==> src/gic_consts.vh <==
// Constants of the pin and interrupt-output control block.
// Assumes one 250 MHz core clock; included by bare name.
`ifndef GIC_CONSTS_VH
`define GIC_CONSTS_VH

// Register word offsets (10-bit register address)
`define GIC_OFF_CTRL       10'h000
`define GIC_OFF_LOW_EN     10'h005
`define GIC_OFF_HIGH_EN    10'h006
`define GIC_OFF_DONE_EN    10'h007
`define GIC_OFF_LOW_FLAGS  10'h008
`define GIC_OFF_HIGH_FLAGS 10'h009
`define GIC_OFF_DONE_FLAGS 10'h00a

// Field positions
`define GIC_NSTAGE         12
`define GIC_EXC_DIS_BIT    12
`define GIC_EXC_N_DIS_BIT  13
`define GIC_DIR_LSB        12
`define GIC_DIR_MSB        13
`define GIC_TRIG_LSB       14
`define GIC_TRIG_MSB       15
`define GIC_PIN_EN_BIT     12
`define GIC_PIN_STAT_BIT   12

// Pin direction codes
`define GIC_DIR_OFF        2'h0
`define GIC_DIR_IN         2'h1
`define GIC_DIR_LOW        2'h2
`define GIC_DIR_HIGH       2'h3

// Pin trigger codes
`define GIC_TRIG_LOW_LVL   2'h0
`define GIC_TRIG_RISE      2'h1
`define GIC_TRIG_FALL      2'h2
`define GIC_TRIG_HIGH_LVL  2'h3

// Reset values
`define GIC_RST_WORD       16'h0000
`define GIC_RST_FLAGS      12'h000
`define GIC_RST_DONE       13'h0000

// Timing: excitation rate and derived half-period count
`define GIC_CLK_HZ         250000000
`define GIC_EXC_HZ         250000
`define GIC_EXC_HALF       (`GIC_CLK_HZ / (2 * `GIC_EXC_HZ))
// Last count of a half period, sized; keep equal to GIC_EXC_HALF - 1
`define GIC_EXC_HALF_LAST  10'h1f3

`endif

==> src/gic_sync2.v <==
// Two-stage synchroniser for one asynchronous level.
// Assumes the input may change at any time against core_clk.
`timescale 1ns/1ps
module gic_sync2 (
  // Clock and reset
  input  wire core_clk,
  input  wire srst,
  // Level in and out
  input  wire async_in,
  output reg  sync_out
);

  reg meta_reg;  // First stage, read only by second

  // Two flops in series
  always @(posedge core_clk) begin
    if (srst) begin
      meta_reg <= 1'b0;
      sync_out <= 1'b0;
    end else begin
      meta_reg <= async_in;
      sync_out <= meta_reg;
    end
  end

endmodule

==> src/gic_exc_gen.v <==
// Excitation square-wave generator with separate output disables.
// Assumes core_clk at the rate given in the constants header.
`timescale 1ns/1ps
`include "gic_consts.vh"
module gic_exc_gen (
  // Clock and reset
  input  wire core_clk,
  input  wire srst,
  // Disables from the control register
  input  wire dis_true,
  input  wire dis_inv,
  // Excitation pins
  output reg  exc_out,
  output reg  exc_n_out
);

  localparam [9:0] HALF_LAST = `GIC_EXC_HALF_LAST;  // Sized, no cast needed

  reg [9:0] div_reg;    // Half-period counter
  reg       wave_reg;   // Raw square wave
  wire      tick;       // One-cycle half-period enable

  assign tick = (div_reg == HALF_LAST);

  // Divider and wave toggle
  always @(posedge core_clk) begin
    if (srst) begin
      div_reg  <= 10'h000;
      wave_reg <= 1'b0;
    end else if (tick) begin
      div_reg  <= 10'h000;
      wave_reg <= ~wave_reg;
    end else begin
      div_reg  <= div_reg + 10'h001;
    end
  end

  // Gated outputs, held low when disabled
  always @(posedge core_clk) begin
    if (srst) begin
      exc_out   <= 1'b0;
      exc_n_out <= 1'b0;
    end else begin
      exc_out   <= wave_reg & ~dis_true;
      exc_n_out <= ~wave_reg & ~dis_inv;
    end
  end

endmodule

==> src/gic_pin_ctrl.v <==
// Pin and interrupt-output control: register file, pin
// direction, pin trigger, stage interrupt flags, excitation.
// Assumes a register port on core_clk from the serial
// interface, one-cycle read and write strobes, and stage
// event pulses from the sequencer on the same clock.
`timescale 1ns/1ps
`include "gic_consts.vh"

////////////////////////////////////////////////////////////
// Summary of operation
// - Input pin drives interrupt per trigger mode
// - Direction field: off, input, low, high
// - Output mode drives constant selected level
// - Pin interrupt enable bit at 0x007
// - Pin status bit set when pin interrupts
// - Read clears status only if condition gone
// - Trigger field: low, rise, fall, high
// - Low level holds interrupt while pin low
// - High level holds interrupt while pin high
// - Rising edge holds interrupt low until 0x00A read
// - Falling edge holds interrupt low until 0x00A read
// - Reading 0x00A releases pin interrupt unless a level trigger still holds
// - 250 kHz excitation, true and inverted
// - Control bit 12 disables true excitation
// - Control bit 13 disables inverted excitation
// - Status read clears on the read strobe
// - Per-stage low and high enables
// - Interrupt output active low, open drain
module gic_pin_ctrl (
  // Clock and reset
  input  wire        core_clk,
  input  wire        srst,

  // Register port
  input  wire [9:0]  reg_addr,
  input  wire        reg_wr,
  input  wire        reg_rd,
  input  wire [15:0] reg_wdata,
  output reg  [15:0] reg_rdata,

  // Stage events from the sequencer
  input  wire [11:0] stage_done_evt,
  input  wire [11:0] stage_low_evt,
  input  wire [11:0] stage_high_evt,

  // General-purpose pin
  input  wire        gpio_pin_in,
  output reg         gpio_pin_out,
  output reg         gpio_pin_oe,

  // Interrupt pin, open drain
  output reg         irq_n_out,
  output reg         irq_n_oe,

  // Excitation pins
  output wire        exc_out,
  output wire        exc_n_out
);

  //////////////////////////////////////////////////////////
  // Decode helper

  // True when an access targets the given offset
  function addr_hit;
    input [9:0] addr;
    input [9:0] offs;
    begin
      addr_hit = (addr == offs);
    end
  endfunction

  //////////////////////////////////////////////////////////
  // Declarations

  // Software-written registers
  reg  [15:0] ctrl_reg;        // Control, excitation disables
  reg  [15:0] low_en_reg;      // Low enables, pin setup
  reg  [15:0] high_en_reg;     // High-threshold enables
  reg  [15:0] done_en_reg;     // Done enables, pin enable

  // Hardware-set flag registers
  reg  [11:0] low_flags_reg;   // Low-limit flags
  reg  [11:0] low_flags_next;  // Next low-limit flags
  reg  [11:0] high_flags_reg;  // High-limit flags
  reg  [11:0] high_flags_next; // Next high-limit flags
  reg  [12:0] done_flags_reg;  // Done flags plus pin status
  reg  [12:0] done_flags_next; // Next done flags

  // Pin input path
  wire        pin_sync;        // Synchronised pin level
  reg         pin_prev_reg;    // Previous synced level
  reg         pin_trig;        // Trigger condition this cycle
  wire        pin_is_in;       // Pin set up as input
  wire        pin_set;         // Pin status set request

  // Field views
  wire [1:0]  pin_dir;         // Direction field
  wire [1:0]  pin_trig_mode;   // Trigger field

  // Access strobes
  wire        rd_low;          // Read of low-limit flags
  wire        rd_high;         // Read of high-limit flags
  wire        rd_done;         // Read of done flags

  // Read data mux
  reg  [15:0] rd_mux;          // Word selected by address

  // Interrupt request level
  wire        irq_any;         // Any flag pending

  //////////////////////////////////////////////////////////
  // Field views and strobes

  assign pin_dir       = low_en_reg[`GIC_DIR_MSB:`GIC_DIR_LSB];
  assign pin_trig_mode = low_en_reg[`GIC_TRIG_MSB:`GIC_TRIG_LSB];

  assign pin_is_in = (pin_dir == `GIC_DIR_IN);

  assign rd_low  = reg_rd & addr_hit(reg_addr, `GIC_OFF_LOW_FLAGS);
  assign rd_high = reg_rd & addr_hit(reg_addr, `GIC_OFF_HIGH_FLAGS);
  assign rd_done = reg_rd & addr_hit(reg_addr, `GIC_OFF_DONE_FLAGS);

  //////////////////////////////////////////////////////////
  // Pin input synchroniser

  gic_sync2 u_pin_sync (
    .core_clk (core_clk),
    .srst     (srst),
    .async_in (gpio_pin_in),
    .sync_out (pin_sync)
  );

  // Previous level for edge detection
  always @(posedge core_clk) begin
    if (srst) begin
      pin_prev_reg <= 1'b0;
    end else begin
      pin_prev_reg <= pin_sync;
    end
  end

  //////////////////////////////////////////////////////////
  // Pin trigger detection

  // Condition per trigger mode
  always @* begin
    pin_trig = 1'b0;
    case (pin_trig_mode)
      `GIC_TRIG_LOW_LVL: begin
        pin_trig = ~pin_sync;
      end
      `GIC_TRIG_RISE: begin
        pin_trig = pin_sync & ~pin_prev_reg;
      end
      `GIC_TRIG_FALL: begin
        pin_trig = ~pin_sync & pin_prev_reg;
      end
      default: begin
        pin_trig = pin_sync;
      end
    endcase
  end

  // Gated by the pin enable bit
  assign pin_set = pin_is_in & pin_trig &
                   done_en_reg[`GIC_PIN_EN_BIT];

  //////////////////////////////////////////////////////////
  // Pin drive

  // Output level and enable from direction
  always @(posedge core_clk) begin
    if (srst) begin
      gpio_pin_out <= 1'b0;
      gpio_pin_oe  <= 1'b0;
    end else begin
      case (pin_dir)
        `GIC_DIR_LOW: begin
          gpio_pin_out <= 1'b0;
          gpio_pin_oe  <= 1'b1;
        end
        `GIC_DIR_HIGH: begin
          gpio_pin_out <= 1'b1;
          gpio_pin_oe  <= 1'b1;
        end
        default: begin
          gpio_pin_out <= 1'b0;
          gpio_pin_oe  <= 1'b0;
        end
      endcase
    end
  end

  //////////////////////////////////////////////////////////
  // Register writes

  // Writable configuration registers
  always @(posedge core_clk) begin
    if (srst) begin
      ctrl_reg    <= `GIC_RST_WORD;
      low_en_reg  <= `GIC_RST_WORD;
      high_en_reg <= `GIC_RST_WORD;
      done_en_reg <= `GIC_RST_WORD;
    end else if (reg_wr) begin
      if (addr_hit(reg_addr, `GIC_OFF_CTRL)) begin
        ctrl_reg <= reg_wdata;
      end else if (addr_hit(reg_addr, `GIC_OFF_LOW_EN)) begin
        low_en_reg <= reg_wdata;
      end else if (addr_hit(reg_addr, `GIC_OFF_HIGH_EN)) begin
        high_en_reg <= reg_wdata;
      end else if (addr_hit(reg_addr, `GIC_OFF_DONE_EN)) begin
        done_en_reg <= reg_wdata;
      end
    end
  end

  //////////////////////////////////////////////////////////
  // Flag next values; set wins over read clear

  always @* begin
    // Low flags cleared by 0x008 read
    low_flags_next = rd_low ? `GIC_RST_FLAGS : low_flags_reg;
    low_flags_next = low_flags_next |
                     (stage_low_evt &
                      low_en_reg[`GIC_NSTAGE-1:0]);

    high_flags_next = rd_high ? `GIC_RST_FLAGS : high_flags_reg;
    high_flags_next = high_flags_next |
                      (stage_high_evt &
                       high_en_reg[`GIC_NSTAGE-1:0]);

    // Read of 0x00A releases pin status
    done_flags_next = rd_done ? `GIC_RST_DONE : done_flags_reg;
    done_flags_next[`GIC_NSTAGE-1:0] =
      done_flags_next[`GIC_NSTAGE-1:0] |
      (stage_done_evt & done_en_reg[`GIC_NSTAGE-1:0]);
    // Pin status set on pin interrupt
    // Condition still present keeps it set
    done_flags_next[`GIC_PIN_STAT_BIT] =
      done_flags_next[`GIC_PIN_STAT_BIT] | pin_set;
  end

  // Flag registers
  always @(posedge core_clk) begin
    if (srst) begin
      low_flags_reg  <= `GIC_RST_FLAGS;
      high_flags_reg <= `GIC_RST_FLAGS;
      done_flags_reg <= `GIC_RST_DONE;
    end else begin
      low_flags_reg  <= low_flags_next;
      high_flags_reg <= high_flags_next;
      done_flags_reg <= done_flags_next;
    end
  end

  //////////////////////////////////////////////////////////
  // Register reads

  // Word selected by address; unmapped reads zero
  always @* begin
    rd_mux = 16'h0000;
    if (addr_hit(reg_addr, `GIC_OFF_CTRL)) begin
      rd_mux = ctrl_reg;
    end else if (addr_hit(reg_addr, `GIC_OFF_LOW_EN)) begin
      rd_mux = low_en_reg;
    end else if (addr_hit(reg_addr, `GIC_OFF_HIGH_EN)) begin
      rd_mux = high_en_reg;
    end else if (addr_hit(reg_addr, `GIC_OFF_DONE_EN)) begin
      rd_mux = done_en_reg;
    end else if (addr_hit(reg_addr, `GIC_OFF_LOW_FLAGS)) begin
      rd_mux = {4'h0, low_flags_reg};
    end else if (addr_hit(reg_addr, `GIC_OFF_HIGH_FLAGS)) begin
      rd_mux = {4'h0, high_flags_reg};
    end else if (addr_hit(reg_addr, `GIC_OFF_DONE_FLAGS)) begin
      rd_mux = {3'h0, done_flags_reg};
    end
  end

  // Read data captured on the read strobe
  always @(posedge core_clk) begin
    if (srst) begin
      reg_rdata <= 16'h0000;
    end else if (reg_rd) begin
      // Value before the clear is returned
      reg_rdata <= rd_mux;
    end
  end

  //////////////////////////////////////////////////////////
  // Interrupt output

  // Pending from next flags, so release follows read
  assign irq_any = (|low_flags_next) |
                   (|high_flags_next) |
                   (|done_flags_next);

  // Open-drain drive: pull low while pending
  always @(posedge core_clk) begin
    if (srst) begin
      irq_n_out <= 1'b0;
      irq_n_oe  <= 1'b0;
    end else begin
      // Active low, only ever driven low
      irq_n_out <= 1'b0;
      // Released in the cycle after the read
      irq_n_oe  <= irq_any;
    end
  end

  //////////////////////////////////////////////////////////
  // Excitation source

  gic_exc_gen u_exc (
    .core_clk  (core_clk),
    .srst      (srst),
    .dis_true  (ctrl_reg[`GIC_EXC_DIS_BIT]),
    .dis_inv   (ctrl_reg[`GIC_EXC_N_DIS_BIT]),
    .exc_out   (exc_out),
    .exc_n_out (exc_n_out)
  );

endmodule

==> config.mk <==
export PLATFORM = sky130hd
export DESIGN_NAME = gic_pin_ctrl
export DESIGN_NICKNAME = d
export VERILOG_FILES = /design/src/gic_sync2.v /design/src/gic_exc_gen.v /design/src/gic_pin_ctrl.v
export VERILOG_INCLUDE_DIRS = /design/src /design/src/src
export SDC_FILE = /design/constraint.sdc
export NUM_CORES = 1
export LEC_CHECK = 0
export ABC_CLOCK_PERIOD_IN_PS = 2850
export BUFFER_PORTS_ARGS = -buffer_cell sky130_fd_sc_hd__buf_4
export CAP_MARGIN = 20
export CORE_AREA = 3 3 122 154
export CTS_CLUSTER_DIAMETER = 40
export CTS_CLUSTER_SIZE = 8
export DETAILED_ROUTE_END_ITERATION = 6
export DIE_AREA = 0 0 125 157
export GPL_TIMING_DRIVEN = 0
export PLACE_DENSITY = 0.64
export SETUP_SLACK_MARGIN = 0.15
export SKIP_LAST_GASP = 1
export SYNTH_ARGS = -nofsm -noshare
export SYNTH_HDL_FRONTEND = slang
export SYNTH_HIERARCHICAL = 1
export SYNTH_SLANG_ARGS = --single-unit
export TNS_END_PERCENT = 50
==> constraint.sdc <==
create_clock -name core_clk -period 2.85 [get_ports core_clk]
set_clock_uncertainty 0.1 [all_clocks]
set_input_delay 0.4275 -clock core_clk [delete_from_list [all_inputs] [get_ports core_clk]]
set_output_delay 0.4275 -clock core_clk [all_outputs]
set_load 0.05 [all_outputs]
==> flow_metrics.py, run 1 <==
metrics = {
    "timing": {
        "hold-worst-slack_ns": 0.1074,
        "fin_crit_sh_pct": 86.29,
        "rsz0062_at_grt": "no",
        "period_needed_ns": 2.459,
        "setup_tns_ns": 0,
        "slew_headroom_pct": 40.03,
        "setup_violations": 0,
        "slew_viol_final": 0,
        "hold_violations": 0,
        "max_freq_ghz": 0.4066,
        "worst_pin_slew_ns": 0.8996,
    },
    "floorplan": {
        "core_area_um2": 17430,
        "die-area_um2": 19630,
        "boundaryPins": 89,
        "fp.dieW_um": 125,
        "start_util_pct": 35.74,
        "num_rows": 54,
        "die_y_um": 157,
    },
    "global_route": {
        "grt_pass1_wl_um": 32290,
        "grtUsageTotal_pct": 21.46,
        "grt_pass1_vias": 5721,
        "overflow": 0,
        "grt_max_degree": 17,
        "antenna_found_initial": 0,
    },
    "clock_network": {
        "cts_buffer_depth": 2,
        "worstSkewPairLatency_ns": 0.44,
        "cts_tree": "done",
        "cts_buffers": 17,
        "cts_max_level": 4,
        "clkTransAtPathRegs_ns": 0.06,
        "cts-root-buf": "clkbuf_16",
        "clock_sinks": 136,
    },
    "min_path": {
        "hp-class": "in2reg",
    },
    "setup_path": {
        "start_kind": "primary input",
        "end_kind": "register",
        "reg2reg_from": "low_flags_reg[6]",
        "cp_top_family": "simple AND/OR/NAND/NOR gates",
        "reg2reg_depth": 5,
        "cp_max_fo": 10,
        "crit_slowest_cell": "or4_4",
        "cp.arrival_ns": 2.64,
        "cp.depth": 8,
        "startpoint": "reg_addr[7]",
        "rr_endpoint": "irq_n_oe",
        "r2r_slack_ns": 0.74,
        "path_buf_inv": 3,
        "crit_type": "in2reg",
        "crit_end": "ctrl_reg[6]",
        "path_cells": "buf_4 -> or4_4 -> buf_4 -> nor4_4 -> nand2_1 -> clkbuf_1 -> nand2_1 -> a21oi_1",
        "cp.required_ns": 3.03,
        "cpPeakStageDelay_ns": 0.56,
    },
    "power": {
        "power.internal_w": 0.003482,
        "ir_worst_vdd_mv": 0.3553,
        "sw_frac_of_total_pct": 22.69,
        "p_per_area_nw_per_um2": 577.7,
        "comb_power_share_pct": 5.8,
        "clockPowerShare_pct": 51.6,
        "p_seq_share_pct": 42.6,
        "total_leakage_power_nw": 3.244,
        "switchingPower_w": 0.001022,
    },
    "yosys": {
        "syn_area_per_cell_um2": 9.175,
        "synthDistinctLibCells": 56,
        "ys_seq_elements": 136,
        "synth_flop_cell": "dfxtp_1",
        "yosysSeqAreaShare_pct": 43.70,
        "synthesis.area_um2": 6230,
        "synth_edf_count": 0,
        "synthesis.nets": 748,
        "synth-warning-count": 6,
        "ys_async_sr_fraction_pct": 0,
        "syn-instance-count": 679,
    },
    "detailed_routing": {
        "drtAntennaViolNets": 0,
        "drt_iter0_drc": 498,
        "drtPass1Iterations": 5,
        "wire_per_inst_um": 20.95,
        "routed_wl_um": 21390,
        "via_count": 5736,
        "via_per_inst": 5.618,
        "drcViolationCount": 0,
    },
    "placed_design": {
        "place_congestion": 0.9773,
        "dp.cells": 989,
        "io_buffers": 86,
        "dp_hpwl_um": 15900,
    },
    "finish": {
        "area_delta_synth_final_pct": 25.17,
        "final_nets": 853,
        "finish.utilization_pct": 44.73,
        "drive_above_1_share_pct": 22.33,
        "fill_cells": 1715,
        "final_cells": 1021,
        "most-common-layout-cells": "136 x dfxtp_1, 121 x nor2_1, 90 x buf_4",
        "mostFrequentLayoutCell": "dfxtp_1",
        "diodes": 0,
    },
    "job": {
        "timing.max_cap.violations": 0,
    },
    "status": {
        "outcome": "completed",
    },
}
==> timing repair <==
action	4_1_cts	5_1_grt
resized for setup	1	1
buffers inserted	0	0
hold buffers	0	0
setup endpoints to repair	1	1
==> Yosys cell counts (3+ instances only) <==
cell         n  area, um2
a21oi_1     47      235.2
a221oi_1    15      131.4
a22o_1      14      122.6
a22oi_1     36      270.3
a2bb2oi_2   10      150.1
a311oi_1     3      26.28
buf_12       3      60.06
buf_2        7      35.03
buf_4        4      30.03
buf_6        3      33.78
clkbuf_1    29      108.9
dfxtp_1    136       2723
mux2i_1     48      480.5
nand2_1     56      210.2
nand2b_1     4      25.02
nand3_1     29      145.1
nand3_4      3      52.55
nand4_1      7      43.79
nor2_1     121      454.2
nor2b_1      9      56.30
nor3_1      18      90.09
nor3_4       3      48.80
nor4_1       8      50.05
o21ai_0      4      20.02
o21ai_2      8      70.07
o41ai_1      4      35.03
o41ai_2      8      130.1
or4_1        3      22.52
xnor2_1      4      35.03
xor2_1       3      26.28
==> area by class of cell <==
type,count,area (um2),area share (%)
inverter,2,7.507,0.09628
clock inverter,10,142.6,1.829
multi-input combinational,495,3247,41.64
timing repair buffer,86,645.6,8.280
tap,224,280.3,3.594
buffer,46,267.8,3.434
sequential,136,2723,34.92
clock buffer,22,484.2,6.210
==> worst min-delay path by stage <==
stage | startpoint | to | slack [ns] | depth (start not counted)
finish | gpio_pin_in | u_pin_sync/meta_reg | 0.11 | 2
floorplan | u_pin_sync/meta_reg | u_pin_sync/sync_out | 0.31 | 1
detailed placement | u_pin_sync/meta_reg | u_pin_sync/sync_out | 0.33 | 1
CTS | gpio_pin_in | u_pin_sync/meta_reg | 0.10 | 2
global route | gpio_pin_in | u_pin_sync/meta_reg | 0.11 | 2
global placement | u_pin_sync/meta_reg | u_pin_sync/sync_out | 0.33 | 1
==> routing by layer <==
metal	up-vias	global-route usage, %	routed length [um]
met5	-	0	0
met4	0	10.90	904
met3	61	4.854	1425
met2	229	37.48	10620
met1	2760	24.76	8438
li1	2686	-	-
==> power groups by stage <==
stage | Sequential, W | Clock, W | Combinational [W]
floorplan | 0.00197 | 0 | 0.000102
finish | 0.00192 | 0.00233 | 0.000261
global route | 0.00192 | 0.00242 | 0.000277
CTS | 0.00192 | 0.00234 | 0.000258
global placement | 0.00196 | 0 | 0.000257
detailed placement | 0.00196 | 0 | 0.000257
==> cells by family after synthesis <==
family	share of synthesized area (%)
other cells	0.06020
fa+ha+maj	0.4016
simple gates	22.03
compound gates	20.69
buf+inv	4.418
mux	7.712
xor+xnor	0.9842
flops	43.70
==> through the flow <==
| stage | instance area (um2) | power (W) | setup slack [ns] |
|---|---|---|---|
| global placement | 7156 | 0.002216 | -0.3740 |
| global route | 7797 | 0.004616 | 0.2742 |
| CTS | 7789 | 0.004515 | 0.2121 |
| detailed placement | 7156 | 0.002216 | -0.3900 |
| finish | 7797 | 0.004504 | 0.3907 |
| floorplan | 6230 | 0.002071 | 0.4836 |
No activity file was read; power rests on OpenSTA's default activity.
==> run 2, diff against run 1 <==
- REMOVE_ABC_BUFFERS: unset -> 1
==> flow_metrics.py, run 2 (synthesis results as in run 1) <==
metrics = {
    "placed_design": {
        "io_buffers": 87,
        "dp_hpwl_um": 13140,
        "place_congestion": 0.8779,
        "pre_cts_slack_ns": -0.8025,
    },
    "timing": {
        "max_freq_ghz": 0.3840,
        "hold_violations": 0,
        "layout_setup_ws_ns": 0.2456,
        "fin_crit_sh_pct": 91.38,
        "slew_viol_final": 0,
        "slew_headroom_pct": 41.02,
        "setup_violations": 0,
        "period_needed_ns": 2.604,
        "rsz0062_at_grt": "yes",
        "hold-worst-slack_ns": 0.1160,
        "worst_pin_slew_ns": 0.8814,
    },
    "power": {
        "power.internal_w": 0.003506,
        "comb_power_share_pct": 5.6,
        "total_leakage_power_nw": 3.188,
        "p_per_area_nw_per_um2": 588.1,
        "switchingPower_w": 0.001027,
        "ir_worst_vdd_mv": 0.3570,
        "p_seq_share_pct": 42.3,
        "sw_frac_of_total_pct": 22.65,
        "clockPowerShare_pct": 52.1,
        "power.total_w": 0.004533,
    },
    "detailed_routing": {
        "wire_per_inst_um": 19.70,
        "via_count": 5503,
        "drt_iter0_drc": 495,
        "routed_wl_um": 19480,
        "via_per_inst": 5.564,
        "drtAntennaViolNets": 0,
        "drtPass1Iterations": 5,
        "drcViolationCount": 0,
    },
    "setup_path": {
        "start_kind": "primary input",
        "end_kind": "register",
        "reg2reg_from": "low_flags_reg[6]",
        "cp.arrival_ns": 2.81,
        "reg2reg_depth": 5,
        "crit_type": "in2reg",
        "rr_endpoint": "irq_n_oe",
        "cp.required_ns": 3.05,
        "startpoint": "reg_addr[7]",
        "crit_end": "done_en_reg[3]",
        "cp_max_fo": 21,
        "r2r_slack_ns": 0.71,
    },
    "clock_network": {
        "cts_tree": "done",
        "cts_buffers": 17,
        "cts_hold_buffers": 0,
        "cts-root-buf": "clkbuf_16",
        "cts_max_level": 4,
        "cts_buffer_depth": 2,
        "worstSkewPairLatency_ns": 0.42,
        "clkTransAtPathRegs_ns": 0.06,
        "clock_sinks": 136,
    },
    "global_route": {
        "overflow": 0,
        "grt_pass1_vias": 5389,
        "antenna_found_initial": 0,
        "grtUsageTotal_pct": 19.58,
        "grt_max_degree": 87,
        "grt_pass1_wl_um": 29800,
    },
    "floorplan": {
        "die-area_um2": 19630,
        "num_rows": 54,
        "fp.dieW_um": 125,
        "start_util_pct": 35.74,
        "core_area_um2": 17430,
        "boundaryPins": 89,
        "die_y_um": 157,
    },
    "finish": {
        "final_nets": 821,
        "most-common-layout-cells": "136 x dfxtp_1, 119 x nor2_1, 93 x buf_4",
        "diodes": 0,
        "mostFrequentLayoutCell": "dfxtp_1",
        "area_delta_synth_final_pct": 23.72,
        "fill_cells": 1748,
        "drive_above_1_share_pct": 23.66,
    },
    "min_path": {
        "hp-class": "in2reg",
    },
    "job": {
        "timing.max_cap.violations": 0,
    },
    "status": {
        "outcome": "completed",
    },
}
run 2: cell types whose count changed in the layout (fill, tap and decap cells not counted), moves of 3 or more:
cell | before | now
buf_4 | 90 | 93
clkbuf_1 | 30 | 0
clkbuf_8 | 4 | 1
buf_12 | 3 | 0
buf_2 | 7 | 0
run 2: power groups by stage:
stage          registers, W  logic [W]  clock network, W
5_1_grt             0.00192   0.000267           0.00247
2_1_floorplan       0.00197  0.0000672                 0
4_1_cts             0.00192   0.000248           0.00239
3_5_place_dp        0.00196   0.000247                 0
3_3_place_gp        0.00196   0.000235                 0
6_report            0.00192   0.000252           0.00236
run 2: layout make-up:
class                      count  area (um2)  share of cell area [%]
multi-input combinational    495        3263                   42.34
sequential                   136        2723                   35.32
timing repair buffer         100       797.0                   10.34
clock buffer                  18       439.2                   5.698
tap                          224       280.3                   3.636
clock inverter                14       197.7                   2.565
inverter                       2       7.507                 0.09740
run 2: repair_timing:
| item | in CTS | in global routing |
|---|---|---|
| setup endpoints to repair | 48 | 19 |
| resized for setup | 0 | 4 |
| pin swaps | 2 | 2 |
| gates cloned | 0 | 0 |
| buffers inserted | 2 | 4 |
run 2: worst min-delay path by stage:
stage | from | endpoint | slack (ns) | depth (start not counted)
2_1_floorplan | u_pin_sync/meta_reg | u_pin_sync/sync_out | 0.31 | 1
3_3_place_gp | u_pin_sync/meta_reg | u_pin_sync/sync_out | 0.32 | 1
3_5_place_dp | u_pin_sync/meta_reg | u_pin_sync/sync_out | 0.33 | 1
4_1_cts | gpio_pin_in | u_pin_sync/meta_reg | 0.1 | 2
5_1_grt | gpio_pin_in | u_pin_sync/meta_reg | 0.13 | 2
6_report | gpio_pin_in | u_pin_sync/meta_reg | 0.12 | 2
run 2: routing by layer:
metal / GRT usage (%) / share of wire [%]
met3: 4.854 / 5.6
met4: 8.574 / 3.6
met2: 32.53 / 48
met5: 0 / 0
met1: 24.23 / 43
run 2: through the flow:
stage                     util [%]  cells  area, um2  TNS, ns
final                        44.21    989       7707        0
after global routing         44.21    989       7707        0
after CTS                    43.94    985       7660   -2.195
after detailed placement     40.20    951       7008   -38.79
after global placement       39.56    944       6895   -99.57
after floorplan                  -    633       5962   -1.280
run 2: critical path, cell delays in order:
cell	delay [ns]
buf_4	0.11
or4_4	0.73
or4_4	0.77
nand3_4	0.44
mux2i_1	0.26
nor2_1	0.05
